[src/core/pwrsq_pkg.sv]
package pwrsq_pkg;
  localparam int APB_AW = 8;
  localparam int CLK_NS = 10;
  localparam logic [APB_AW-1:0] A_BUCK = 8'h00;
  localparam logic [APB_AW-1:0] A_PCTL = 8'h04;
  localparam logic [APB_AW-1:0] A_LVL  = 8'h08;
  localparam logic [APB_AW-1:0] A_BGP  = 8'h0C;
  localparam logic [APB_AW-1:0] A_DIS  = 8'h10;
  localparam logic [APB_AW-1:0] A_UCTL = 8'h14;
  localparam logic [APB_AW-1:0] A_STAT = 8'h18;
  localparam logic [APB_AW-1:0] A_PEND = 8'h1C;
  localparam logic [APB_AW-1:0] A_SETP = 8'h20;
  localparam logic [APB_AW-1:0] A_ACK  = 8'h24;
  localparam logic [APB_AW-1:0] A_LUT  = 8'h40;
  localparam logic [APB_AW-1:0] LUT_BYTES = 8'h30;
  localparam int LUT_DEPTH = 12;
  localparam int DOM_N     = 7;
  localparam int DOM_MEM   = 0;
  localparam int DOM_TMR   = 1;
  localparam int DOM_PER   = 2;
  localparam int DOM_COM   = 3;
  localparam int BGP_W     = 16;
  localparam logic [1:0] POR_TICKS = 2'h3;
  localparam logic [1:0] TYP_P0    = 2'h0;
  localparam logic [1:0] TYP_P1    = 2'h1;
  localparam logic [1:0] MST_NONE  = 2'h0;
  localparam logic [1:0] MST_APP   = 2'h1;
  localparam logic [1:0] MST_RADIO = 2'h2;
  localparam int BOOT_NS   = 2000;
  localparam int BG_ON_NS  = 5000;
  localparam int BG_SMP_NS = 1000;
  localparam int BOOT_CYC   = (BOOT_NS + CLK_NS - 1) / CLK_NS;
  localparam int BG_ON_CYC  = (BG_ON_NS + CLK_NS - 1) / CLK_NS;
  localparam int BG_SMP_CYC = (BG_SMP_NS + CLK_NS - 1) / CLK_NS;
  localparam logic [BGP_W-1:0] BGP_RST = 16'h0040;

  typedef enum logic [2:0] {
    PS_OFF  = 3'h0,
    PS_BOOT = 3'h1,
    PS_ACT  = 3'h3,
    PS_SLP  = 3'h2,
    PS_RCH  = 3'h6
  } pwrsq_fsm_t;

  // 13-bit wake table entry, msb first
  typedef struct packed {
    logic [1:0] mst;
    logic       com;
    logic       per;
    logic       tmr;
    logic       xtal;
    logic [4:0] id;
    logic [1:0] typ;
  } pwrsq_lut_t;

  typedef struct packed {
    logic bypS;
    logic bypA;
    logic ioRet;
    logic ioReg;
    logic buckSlp;
  } pwrsq_pctl_t;
  localparam pwrsq_pctl_t PCTL_RST = 5'h06;

  typedef struct packed {
    logic       sleepLvl;
    logic [2:0] act;
    logic [2:0] conv;
  } pwrsq_lvl_t;
  localparam pwrsq_lvl_t LVL_RST = 7'h14;

  typedef struct packed {
    logic [2:0] swDom;
    logic       wakeBlock;
  } pwrsq_uctl_t;

  typedef struct packed {
    pwrsq_fsm_t                       fsm;
    logic [2:0]                       batS;
    logic [2:0]                       slowS;
    logic [2:0]                       railS;
    logic                             batF;
    logic                             slowF;
    logic                             railF;
    logic [1:0]                       porCnt;
    logic                             porRel;
    logic                             buckOn;
    pwrsq_pctl_t                      pctl;
    pwrsq_lvl_t                       lvl;
    logic [BGP_W-1:0]                 bgp;
    logic [BGP_W-1:0]                 bgCnt;
    logic [9:0]                       bgTmr;
    logic [9:0]                       bootCnt;
    logic [2:0]                       dis;
    pwrsq_uctl_t                      uctl;
    pwrsq_lut_t [LUT_DEPTH-1:0]       lut;
    logic [LUT_DEPTH-1:0]             pend;
    logic [DOM_N-1:0]                 dom;
    logic [31:0]                      prdata;
    logic                             pslverr;
  } pwrsq_state_t;
endpackage : pwrsq_pkg

[src/core/pwrsq_top.sv]
// Functional notes
// - buck converter enabled only by software bit
// - buck on turns converter-rail LDO off
// - converter control runs on fast RC clock
// - sleep buck bit replaces retention regulator
// - sleep rail sampled slowly, recharge on undervoltage
// - converter/LDO level 1.1-1.45 V, 50 mV
// - active core level 0.9-1.25 V, 50 mV
// - sleep core level 0.75 or 0.9 V
// - cold boot enables IO, Core_rail_active_regulator regulators
// - sleep entry enables IO and core retention
// - bypass bits tie IO rail to battery
// - periodic bandgap refresh in sleep ticks
// - POR releases after three slow ticks above
// - rail discharge only from software write
// - decide seven domains, crystal, hibernation
// - act after wake, before go-to-sleep
// - triggers from GPIO, timers, software, debug
// - twelve wake table entries, 13 bits
// - entry bits 1:0 select trigger type
// - keep domain on while a master uses
// - software override blocks system wake-up
// - pin number or peripheral id field
// - fired entry sets pending until acknowledged
// - master field zero disables entry
`timescale 1ns/100ps
module pwrsq_top
  import pwrsq_pkg::*;
(
  input  wire logic              sys_clk,
  input  wire logic              rstn,
  input  wire logic              psel,
  input  wire logic              penable,
  input  wire logic              pwrite,
  input  wire logic [APB_AW-1:0] paddr,
  input  wire logic [31:0]       pwdata,
  output logic      [31:0]       prdata,
  output logic                   pready,
  output logic                   pslverr,
  input  wire logic              batAboveThr,
  input  wire logic              slowRcClk,
  input  wire logic              railUnder,
  input  wire logic [31:0]       gpio0Trig,
  input  wire logic [31:0]       gpio1Trig,
  input  wire logic [15:0]       perTrig,
  input  wire logic [1:0]        masterDeepSleep,
  input  wire logic [DOM_N-1:0]  domainInUse,
  input  wire logic              sleepEnter,
  input  wire logic              wakeFsmDone,
  output logic                   porResetN,
  output logic                   coldBootActive,
  output logic                   buckEnable,
  output logic                   convLdoEnable,
  output logic                   fastRcEnable,
  output logic                   ioRegEnable,
  output logic                   ioRetEnable,
  output logic                   ioBypass,
  output logic                   coreRegEnable,
  output logic                   coreRetEnable,
  output logic                   bandgapEnable,
  output logic                   refSample,
  output logic      [2:0]        convLevel,
  output logic      [2:0]        coreLevel,
  output logic                   coreSleepLevel,
  output logic      [2:0]        dischargeRail,
  output logic      [DOM_N-1:0]  domainOn,
  output logic                   xtalEnable,
  output logic      [1:0]        masterWake,
  output logic                   wakeRequest,
  output logic                   sleepAllowed
);
  logic [1:0]           rstSync;
  logic                 rstSyncN;
  pwrsq_state_t         st;
  pwrsq_state_t         n;
  logic                 slowTick;
  logic                 wr;
  logic                 lutHit;
  logic [APB_AW-1:0]    lutOff;
  logic [3:0]           idx;
  logic [31:0]          rd;
  logic [LUT_DEPTH-1:0] fireV;
  logic [LUT_DEPTH-1:0] ackM;
  logic [LUT_DEPTH-1:0] setM;
  logic                 hit;
  logic                 reqTmr;
  logic                 reqPer;
  logic                 reqCom;
  logic                 reqXtal;
  logic [1:0]           wk;
  logic                 actLike;
  logic                 slp;

  always_ff @(posedge sys_clk or negedge rstn) begin
    if (!rstn) begin
      rstSync <= 2'h0;
    end else begin
      rstSync <= {rstSync[0], 1'b1};
    end
  end
  assign rstSyncN = rstSync[1];

  assign actLike = (st.fsm == PS_BOOT) || (st.fsm == PS_ACT);
  assign slp     = (st.fsm == PS_SLP) || (st.fsm == PS_RCH);

  always_comb begin
    n = st;
    rd = 32'h0;
    ackM = '0;
    setM = '0;
    hit = 1'b0;
    reqTmr = 1'b0;
    reqPer = 1'b0;
    reqCom = 1'b0;
    reqXtal = 1'b0;
    wk = 2'h0;
    // three-stage pin synchronisers, change taken when stages 2 and 3 agree
    n.batS  = {st.batS[1:0], batAboveThr};
    n.slowS = {st.slowS[1:0], slowRcClk};
    n.railS = {st.railS[1:0], railUnder};
    if (st.batS[1] == st.batS[2]) n.batF = st.batS[1];
    if (st.slowS[1] == st.slowS[2]) n.slowF = st.slowS[1];
    if (st.railS[1] == st.railS[2]) n.railF = st.railS[1];
    slowTick = n.slowF & ~st.slowF;
    // comparator carries the hysteresis, so a low level means below V_TH-V_HYS
    if (!st.batF) begin
      n.porCnt = 2'h0;
      n.porRel = 1'b0;
    end else if (slowTick && !st.porRel) begin
      if (st.porCnt == POR_TICKS - 2'h1) n.porRel = 1'b1;
      else n.porCnt = st.porCnt + 2'h1;
    end
    // wake table evaluation
    for (int i = 0; i < LUT_DEPTH; i++) begin
      case (st.lut[i].typ)
        TYP_P0:  hit = gpio0Trig[st.lut[i].id];
        TYP_P1:  hit = gpio1Trig[st.lut[i].id];
        default: hit = perTrig[st.lut[i].id[3:0]];
      endcase
      fireV[i] = hit && (st.lut[i].mst != MST_NONE);
      if (st.pend[i]) begin
        reqTmr  = reqTmr  | st.lut[i].tmr;
        reqPer  = reqPer  | st.lut[i].per;
        reqCom  = reqCom  | st.lut[i].com;
        reqXtal = reqXtal | st.lut[i].xtal;
        if (st.lut[i].mst == MST_APP) wk[0] = 1'b1;
        if (st.lut[i].mst == MST_RADIO) wk[1] = 1'b1;
      end
    end
    // apb slave, zero wait states
    wr = psel && penable && pwrite;
    lutOff = paddr - A_LUT;
    idx = lutOff[5:2];
    lutHit = (paddr >= A_LUT) && (lutOff < LUT_BYTES);
    case (paddr)
      A_BUCK: rd = 32'(st.buckOn);
      A_PCTL: rd = 32'(st.pctl);
      A_LVL:  rd = 32'(st.lvl);
      A_BGP:  rd = 32'(st.bgp);
      A_DIS:  rd = 32'(st.dis);
      A_UCTL: rd = 32'(st.uctl);
      A_STAT: rd = 32'({st.railF, st.fsm});
      A_PEND: rd = 32'(st.pend);
      A_SETP: rd = 32'h0;
      A_ACK:  rd = 32'h0;
      default: rd = lutHit ? 32'(st.lut[idx]) : 32'h0;
    endcase
    if (psel && !penable) begin
      n.prdata = rd;
      n.pslverr = (paddr[1:0] != 2'h0) ||
                  (!lutHit && (paddr > A_ACK));
    end
    if (wr) begin
      case (paddr)
        A_BUCK: n.buckOn = pwdata[0];
        A_PCTL: n.pctl = pwrsq_pctl_t'(pwdata[4:0]);
        A_LVL:  n.lvl = pwrsq_lvl_t'(pwdata[6:0]);
        A_BGP:  n.bgp = pwdata[BGP_W-1:0];
        A_DIS:  n.dis = pwdata[2:0];
        A_UCTL: n.uctl = pwrsq_uctl_t'(pwdata[3:0]);
        A_SETP: setM = pwdata[LUT_DEPTH-1:0];
        A_ACK:  ackM = pwdata[LUT_DEPTH-1:0];
        default: begin
          if (lutHit && paddr[1:0] == 2'h0) begin
            n.lut[idx] = pwrsq_lut_t'(pwdata[12:0]);
          end
        end
      endcase
    end
    // a fire in the acknowledge cycle survives
    n.pend = (st.pend & ~ackM) | setM | fireV;
    // timer, peripheral and com domains follow pending entries; leaving one on while a master uses it
    if (st.fsm == PS_ACT) begin
      n.dom = {st.uctl.swDom, reqCom, reqPer, reqTmr, 1'b1};
    end else begin
      n.dom = '0;
    end
    n.dom = n.dom | (st.dom & domainInUse);
    // bandgap refresh, only ticks while asleep
    // the interval runs from the end of a refresh: a period shorter than
    // the refresh would otherwise retrigger it before any sample is taken
    if (st.bgTmr != 10'h0) n.bgTmr = st.bgTmr - 10'h1;
    if (!slp) begin
      n.bgCnt = st.bgp;
      n.bgTmr = 10'h0;
    end else if (slowTick && st.bgTmr == 10'h0) begin
      if (st.bgCnt == '0) begin
        n.bgCnt = st.bgp;
        n.bgTmr = 10'(BG_ON_CYC);
      end else begin
        n.bgCnt = st.bgCnt - 16'h1;
      end
    end
    case (st.fsm)
      PS_OFF: begin
        if (st.porRel) begin
          n.fsm = PS_BOOT;
          n.bootCnt = 10'(BOOT_CYC);
        end
      end
      PS_BOOT: begin
        if (st.bootCnt == 10'h0) n.fsm = PS_ACT;
        else n.bootCnt = st.bootCnt - 10'h1;
      end
      PS_ACT: begin
        if (sleepEnter && sleepAllowed) n.fsm = PS_SLP;
      end
      PS_SLP: begin
        if (wakeFsmDone) n.fsm = PS_ACT;
        else if (st.pctl.buckSlp && slowTick && n.railF) n.fsm = PS_RCH;
      end
      PS_RCH: begin
        if (wakeFsmDone) n.fsm = PS_ACT;
        else if (!n.railF) n.fsm = PS_SLP;
      end
      default: n.fsm = PS_OFF;
    endcase
    // all but the synchronisers, por filter, bgCnt, bootCnt, APB read data and pslverr return to defaults
    if (!n.porRel) begin
      n.fsm = PS_OFF;
      n.buckOn = 1'b0;
      n.pctl = PCTL_RST;
      n.lvl = LVL_RST;
      n.bgp = BGP_RST;
      n.dis = 3'h0;
      n.uctl = '0;
      n.lut = '0;
      n.pend = '0;
      n.dom = '0;
      n.bgTmr = 10'h0;
    end
  end

  always_ff @(posedge sys_clk or negedge rstSyncN) begin
    if (!rstSyncN) begin
      st <= '0;
    end else begin
      st <= n;
    end
  end

  assign pready = 1'b1;
  assign prdata = st.prdata;
  assign pslverr = st.pslverr;
  assign porResetN = st.porRel;
  assign coldBootActive = (st.fsm == PS_BOOT);
  // in sleep the buck only runs during a recharge burst
  assign buckEnable = ((st.fsm == PS_ACT) && st.buckOn) ||
                      (st.fsm == PS_RCH);
  assign convLdoEnable = (actLike && !buckEnable) ||
                         (slp && !st.pctl.buckSlp);
  assign fastRcEnable = actLike || (st.fsm == PS_RCH);
  assign ioRegEnable = actLike && st.pctl.ioReg && !st.pctl.bypA;
  assign ioRetEnable = slp && st.pctl.ioRet && !st.pctl.bypS;
  assign ioBypass = actLike ? st.pctl.bypA : (slp && st.pctl.bypS);
  assign coreRegEnable = actLike;
  assign coreRetEnable = slp && !st.pctl.buckSlp;
  assign bandgapEnable = actLike || (st.bgTmr != 10'h0);
  assign refSample = slp && (st.bgTmr != 10'h0) &&
                     (st.bgTmr <= 10'(BG_SMP_CYC));
  assign convLevel = st.lvl.conv;
  assign coreLevel = st.lvl.act;
  assign coreSleepLevel = st.lvl.sleepLvl;
  assign dischargeRail = st.dis;
  assign domainOn = st.dom;
  assign xtalEnable = (st.fsm == PS_ACT) && reqXtal;
  assign masterWake = st.uctl.wakeBlock ? 2'h0 : wk;
  assign wakeRequest = slp && (st.pend != '0) && !st.uctl.wakeBlock;
  assign sleepAllowed = (st.pend == '0) && (&masterDeepSleep);
endmodule : pwrsq_top

[config.mk]
export PLATFORM = sky130hd
export DESIGN_NAME = pwrsq_top
export DESIGN_NICKNAME = d
export VERILOG_FILES = /design/src/core/pwrsq_pkg.sv /design/src/core/pwrsq_top.sv
export SDC_FILE = /design/constraint.sdc
export NUM_CORES = 1
export LEC_CHECK = 0
export ABC_AREA = 1
export ABC_CLOCK_PERIOD_IN_PS = 7800
export BUFFER_PORTS_ARGS = -buffer_cell sky130_fd_sc_hd__buf_2
export CORE_MARGIN = 2
export CORE_UTILIZATION = 56
export CTS_CLUSTER_SIZE = 10
export DETAILED_ROUTE_END_ITERATION = 7
export PLACE_DENSITY = 0.77
export SLEW_MARGIN = 20
export SYNTH_ARGS = -nofsm -noshare
export SYNTH_HDL_FRONTEND = slang
export SYNTH_SLANG_ARGS = --single-unit
[constraint.sdc]
create_clock -name sys_clk -period 7.8 [get_ports sys_clk]
set_input_delay 1.56 -clock sys_clk [delete_from_list [all_inputs] [get_ports sys_clk]]
set_output_delay 1.56 -clock sys_clk [all_outputs]
set_load 0.01 [all_outputs]
==> flow_summary.rst <==
.. list-table::
   :header-rows: 1

   * - Metric
     - Value
   * - Ys async rst share
     - 100%
   * - Final routed wirelength across all metal layers
     - roughly 96 mm
   * - Vertical die dimension
     - 210 um
   * - Fill cells
     - around 4200
   * - IO buf count
     - 173
   * - Met3 WL post-DR
     - 16.0 mm
   * - Crit start category
     - flip-flop
   * - Final setup violation count
     - 0
   * - Required @ worst endpoint
     - 6240 ps
   * - HPWL after detailed placement
     - between 60 and 70 mm
   * - Top layer in use
     - met4
   * - Post-CTS setup buffers
     - 0
   * - Fmax
     - around 220 MHz
   * - Max capacitance violation total
     - 0
   * - Outcome
     - finished, final reports clean
   * - Vias in the first global route
     - ~25000
   * - Final layout net count
     - 3946
   * - Reg2Reg Capture Point
     - st[47]$_DFF_PN0_
   * - Count of clock tree sinks
     - 284
   * - Number of gates given a new drive strength after cts
     - 0
   * - Post-synth design cell area
     - approximately 24000 sq um
   * - Cell taking the most area after synthesis
     - sky130_fd_sc_hd__dfrtp_1
   * - Part of the power in the clock network
     - 41.6%
   * - Hold bufs inserted after CTS
     - 0
   * - Count of boundary I/O pins
     - 207
   * - Antenna-violating nets left
     - 0
   * - Clock Skews
     - 17.8 ps
   * - Setup repair after global routing missed its margin
     - false
   * - Data arrival at the endpoint of the critical path
     - 2970 ps
   * - Relative slew slack
     - a little over a quarter
   * - Post-CTS clock slew at the launch and capture registers of the worst setup and hold paths
     - 60 ps
   * - Buffers from clock root to sink, at most
     - 3
   * - Routed length per instance
     - 22.0 um
   * - Peak per-stage delay on the critical path
     - around 740 ps
   * - Gate Count Post-Synth
     - between 3000 and 4000
   * - Starting density of the core
     - between 50 and 60%
   * - Die X
     - roughly 210 um
   * - H-Tree Level Count
     - 2
   * - Vias after detailed routing
     - 28300
   * - Internal power
     - 2.41 mW
   * - Combinational power share
     - 13.4%
   * - Final Hold Violating Endpoints
     - 0
   * - Switching part of the total power
     - about 29%
   * - Detail Route met2 WL
     - 38.6 mm
   * - Metal1 wirelength
     - 36.5 mm
   * - CTS tree
     - built
   * - R2R depth
     - 10
   * - Initial DRT Pass Iterations
     - 7
   * - Core outline area
     - 41900 sq um
   * - Global placer's final weighted congestion
     - 1.02
   * - TNS Setup
     - 0 ps
   * - Critical path destination
     - refSample
   * - P per Cell Area
     - 136 nW/um^2
   * - Final design utilization
     - about three fifths
   * - Pins Over Slew Limit
     - 0
   * - Leak Pwr
     - approximately 11 nW
   * - Fin crit period
     - 4530 ps
   * - Maximum vdd drop
     - ~0.16 mV
   * - Worst setup startpoint
     - st[295]$_DFFE_PN0P_
   * - Fraction of final layout cells sized beyond drive strength 1
     - 7.74%
   * - First DRT Iteration DRCs
     - 5043
   * - Category of the most critical setup path
     - flip-flop to output pin
   * - Worst reg2reg startpoint
     - st[146]$_DFFE_PN0P_
   * - Type of the tightest min-delay check
     - flip-flop to asynchronous set/reset pin
   * - Wire length of the first global-routing pass
     - about 150 mm
   * - Final Cycle Share
     - 58.1%
   * - Cell at the root of the clock tree
     - sky130_fd_sc_hd__clkbuf_16
   * - Setup slack, reg-to-reg
     - 4930 ps
   * - Share of the yosys chip area belonging to registers
     - 29.8%
   * - Critical path fanouts, max
     - 16
   * - Count of standard-cell rows
     - 75
   * - Clock buffer count from CTS
     - 34
   * - Critical-path cell list
     - inv_1, nand2_1, inv_1, nand3_1, nor3_1, buf_2
   * - DRC violations left
     - 0
   * - Aggregate global routing overflow
     - 0
   * - Full die area
     - 44200 sq um
   * - Synth top area share
     - ~30%
   * - Pin count of the biggest net entering global routing
     - approximately 170
   * - Flip-flop cell with the highest count after synthesis
     - sky130_fd_sc_hd__dfrtp_1
   * - Kind of end point of the critical path
     - output pin
   * - Number of enable-type register cells in the synthesized netlist
     - 0
   * - Number of distinct library cells after synthesis
     - 50
   * - Placement-stage worst setup slack
     - 3690 ps
   * - Flip-flop and latch count after synthesis
     - 284
   * - Skew-Pair Late Insertion Delay
     - 540 ps
   * - Average instance area after synthesis
     - around 6 sq um
   * - Sequential share of power
     - between 40% and 50%
   * - Top post-synthesis cells by area
     - sky130_fd_sc_hd__dfrtp_1 (30%), sky130_fd_sc_hd__nand2_1 (22%), sky130_fd_sc_hd__nand3_1 (18%), sky130_fd_sc_hd__o22ai_1 (7.0%), sky130_fd_sc_hd__inv_1 (4.3%)
   * - Most used cell, CP
     - sky130_fd_sc_hd__inv_1
   * - DR vias/cell
     - 6.51
   * - Power dissipated by switching net loads
     - 0.968 mW
   * - Total track usage
     - a little over two fifths
   * - Count of warnings emitted by yosys
     - 0
   * - Area grow syn2layout
     - 4.05%
   * - Pin slew with the least headroom to its limit
     - 1100 ps
   * - Cell type of the slowest stage on the worst timing path
     - sky130_fd_sc_hd__inv_1
   * - Least setup slack across all paths after layout
     - about 3300 ps
   * - Antenna violations before repair
     - 1
-- worst min path at each step --
stage	cells after the start	slack, ps	endpoint
6_report	0	340	st[220]$_DFFE_PN0P_
5_1_grt	0	350	n[291]$_DFF_PN0_
4_1_cts	0	350	n[291]$_DFF_PN0_
3_5_place_dp	0	330	n[291]$_DFF_PN0_
3_3_place_gp	0	330	n[288]$_DFF_PN0_
2_1_floorplan	0	330	rstSync[1]$_DFF_PN0_
-- final cells by class --
cell class / count / area [sq um] / share of cell area [%]
Antenna cell: 4 / 10.0 / 0.0404
Clock buffer: 40 / 873 / 3.52
Clock inverter: 3 / 33.8 / 0.136
Inverter: 299 / 1130 / 4.55
Multi-Input combinational cell: 2983 / 13900 / 56.0
Sequential cell: 284 / 7110 / 28.7
Tap cell: 539 / 674 / 2.72
Timing Repair Buffer: 200 / 1080 / 4.36
-- worst max-delay path: cells and delay by family, from the launching register on --
family	cells	cell delay (ps)
buffers and inverters	3	1100
flip-flops	1	370
AND/OR/NAND/NOR	3	960
-- kinds of logic (layout without fill, tap and decap cells) --
| group | count (synthesis) | in the layout | share of synthesized area, % |
|---|---|---|---|
| adders and majority gates | 7 | 7 | 0.346 |
| AOI/OAI and AO/OA | 515 | 515 | 13.0 |
| other | 2 | 22 | 0.0315 |
| xor gates and xnor gates | 17 | 17 | 0.625 |
| buffers and inverters | 683 | 542 | 12.2 |
| and+or+nand+nor | 2426 | 2426 | 44.0 |
| DFF | 284 | 284 | 29.8 |
-- layout by cell type, fill, tap and decap left out, types with 13 or more instances in the layout --
master,netlist,routed
sky130_fd_sc_hd__nand2_1,1386,1386
sky130_fd_sc_hd__a21oi_1,62,62
sky130_fd_sc_hd__conb_1,2,18
sky130_fd_sc_hd__o21ai_1,16,16
sky130_fd_sc_hd__inv_1,275,275
sky130_fd_sc_hd__nor2_2,13,13
sky130_fd_sc_hd__inv_2,11,17
sky130_fd_sc_hd__buf_2,106,173
sky130_fd_sc_hd__o21ai_0,105,105
sky130_fd_sc_hd__dfrtp_1,284,283
sky130_fd_sc_hd__nand3_1,879,879
sky130_fd_sc_hd__buf_4,51,26
sky130_fd_sc_hd__nand4_1,15,15
sky130_fd_sc_hd__xor2_1,15,15
sky130_fd_sc_hd__nor2_1,82,82
sky130_fd_sc_hd__nor3_1,15,15
sky130_fd_sc_hd__clkbuf_16,0,34
sky130_fd_sc_hd__o22ai_1,267,267
-- stage by stage --
step / instance area [sq um] / total power, mW / hold slack [ps] / instances
floorplan: 23900 / 1.83 / 331 / 3950
global placement: 23900 / 1.97 / 333 / 4305
detailed placement: 23900 / 1.98 / 335 / 4305
CTS: 24800 / 3.35 / 346 / 4348
global route: 24800 / 3.47 / 349 / 4348
finish: 24800 / 3.38 / 340 / 4352
-- synthesized netlist by cell type, types with 2 or more instances --
cell type	n
sky130_fd_sc_hd__nor2_2	13
sky130_fd_sc_hd__o41ai_1	2
sky130_fd_sc_hd__nand2_1	1386
sky130_fd_sc_hd__buf_4	51
sky130_fd_sc_hd__ha_1	5
sky130_fd_sc_hd__nor4_1	3
sky130_fd_sc_hd__a21oi_1	62
sky130_fd_sc_hd__o211ai_1	9
sky130_fd_sc_hd__inv_1	275
sky130_fd_sc_hd__clkbuf_1	167
sky130_fd_sc_hd__dfrtp_1	284
sky130_fd_sc_hd__and3_1	2
sky130_fd_sc_hd__nand3_1	879
sky130_fd_sc_hd__o21ai_1	16
sky130_fd_sc_hd__o2111ai_1	7
sky130_fd_sc_hd__nand3b_1	6
sky130_fd_sc_hd__nor3_1	15
sky130_fd_sc_hd__buf_2	106
sky130_fd_sc_hd__nor2_1	82
sky130_fd_sc_hd__inv_2	11
sky130_fd_sc_hd__clkinv_1	12
sky130_fd_sc_hd__maj3_1	2
sky130_fd_sc_hd__a32oi_1	12
sky130_fd_sc_hd__a22oi_1	3
sky130_fd_sc_hd__o22ai_1	267
sky130_fd_sc_hd__o21ai_0	105
sky130_fd_sc_hd__xor2_1	15
sky130_fd_sc_hd__a21o_1	3
sky130_fd_sc_hd__nand4_1	15
sky130_fd_sc_hd__nand2_2	5
sky130_fd_sc_hd__nor2_4	2
sky130_fd_sc_hd__o221ai_1	12
sky130_fd_sc_hd__a211oi_1	4
sky130_fd_sc_hd__a31oi_1	10
sky130_fd_sc_hd__nand3_2	11
sky130_fd_sc_hd__xnor2_1	2
sky130_fd_sc_hd__buf_1	59
sky130_fd_sc_hd__conb_1	2
-- registers in the layout (all words and copies together) (netlist names) --
| name | cells |
|---|---|
| dischargeRail | 3 |
| convLevel | 3 |
| porResetN | 1 |
| n | 6 |
| domainOn | 7 |
| rstSync | 2 |
| pslverr | 1 |
| prdata | 16 |
| coreLevel | 3 |
| coreSleepLevel | 1 |
| st | 241 |
-- power by group through the flow --
stage               logic, mW  registers, mW  clock network [mW]
floorplan               0.273           1.56                   0
global placement        0.423           1.55                   0
detailed placement      0.429           1.55                   0
CTS                     0.430           1.52                1.40
global route            0.485           1.52                1.46
finish                  0.452           1.52                1.41
-- metal layers --
layer	GRT usage, %	vias to the layer above
met5	0	-
met4	18.6	0
met3	12.5	365
met2	59.1	2414
met1	60.5	12800
li1	-	12800
No activity file was read; power rests on OpenSTA's default activity.
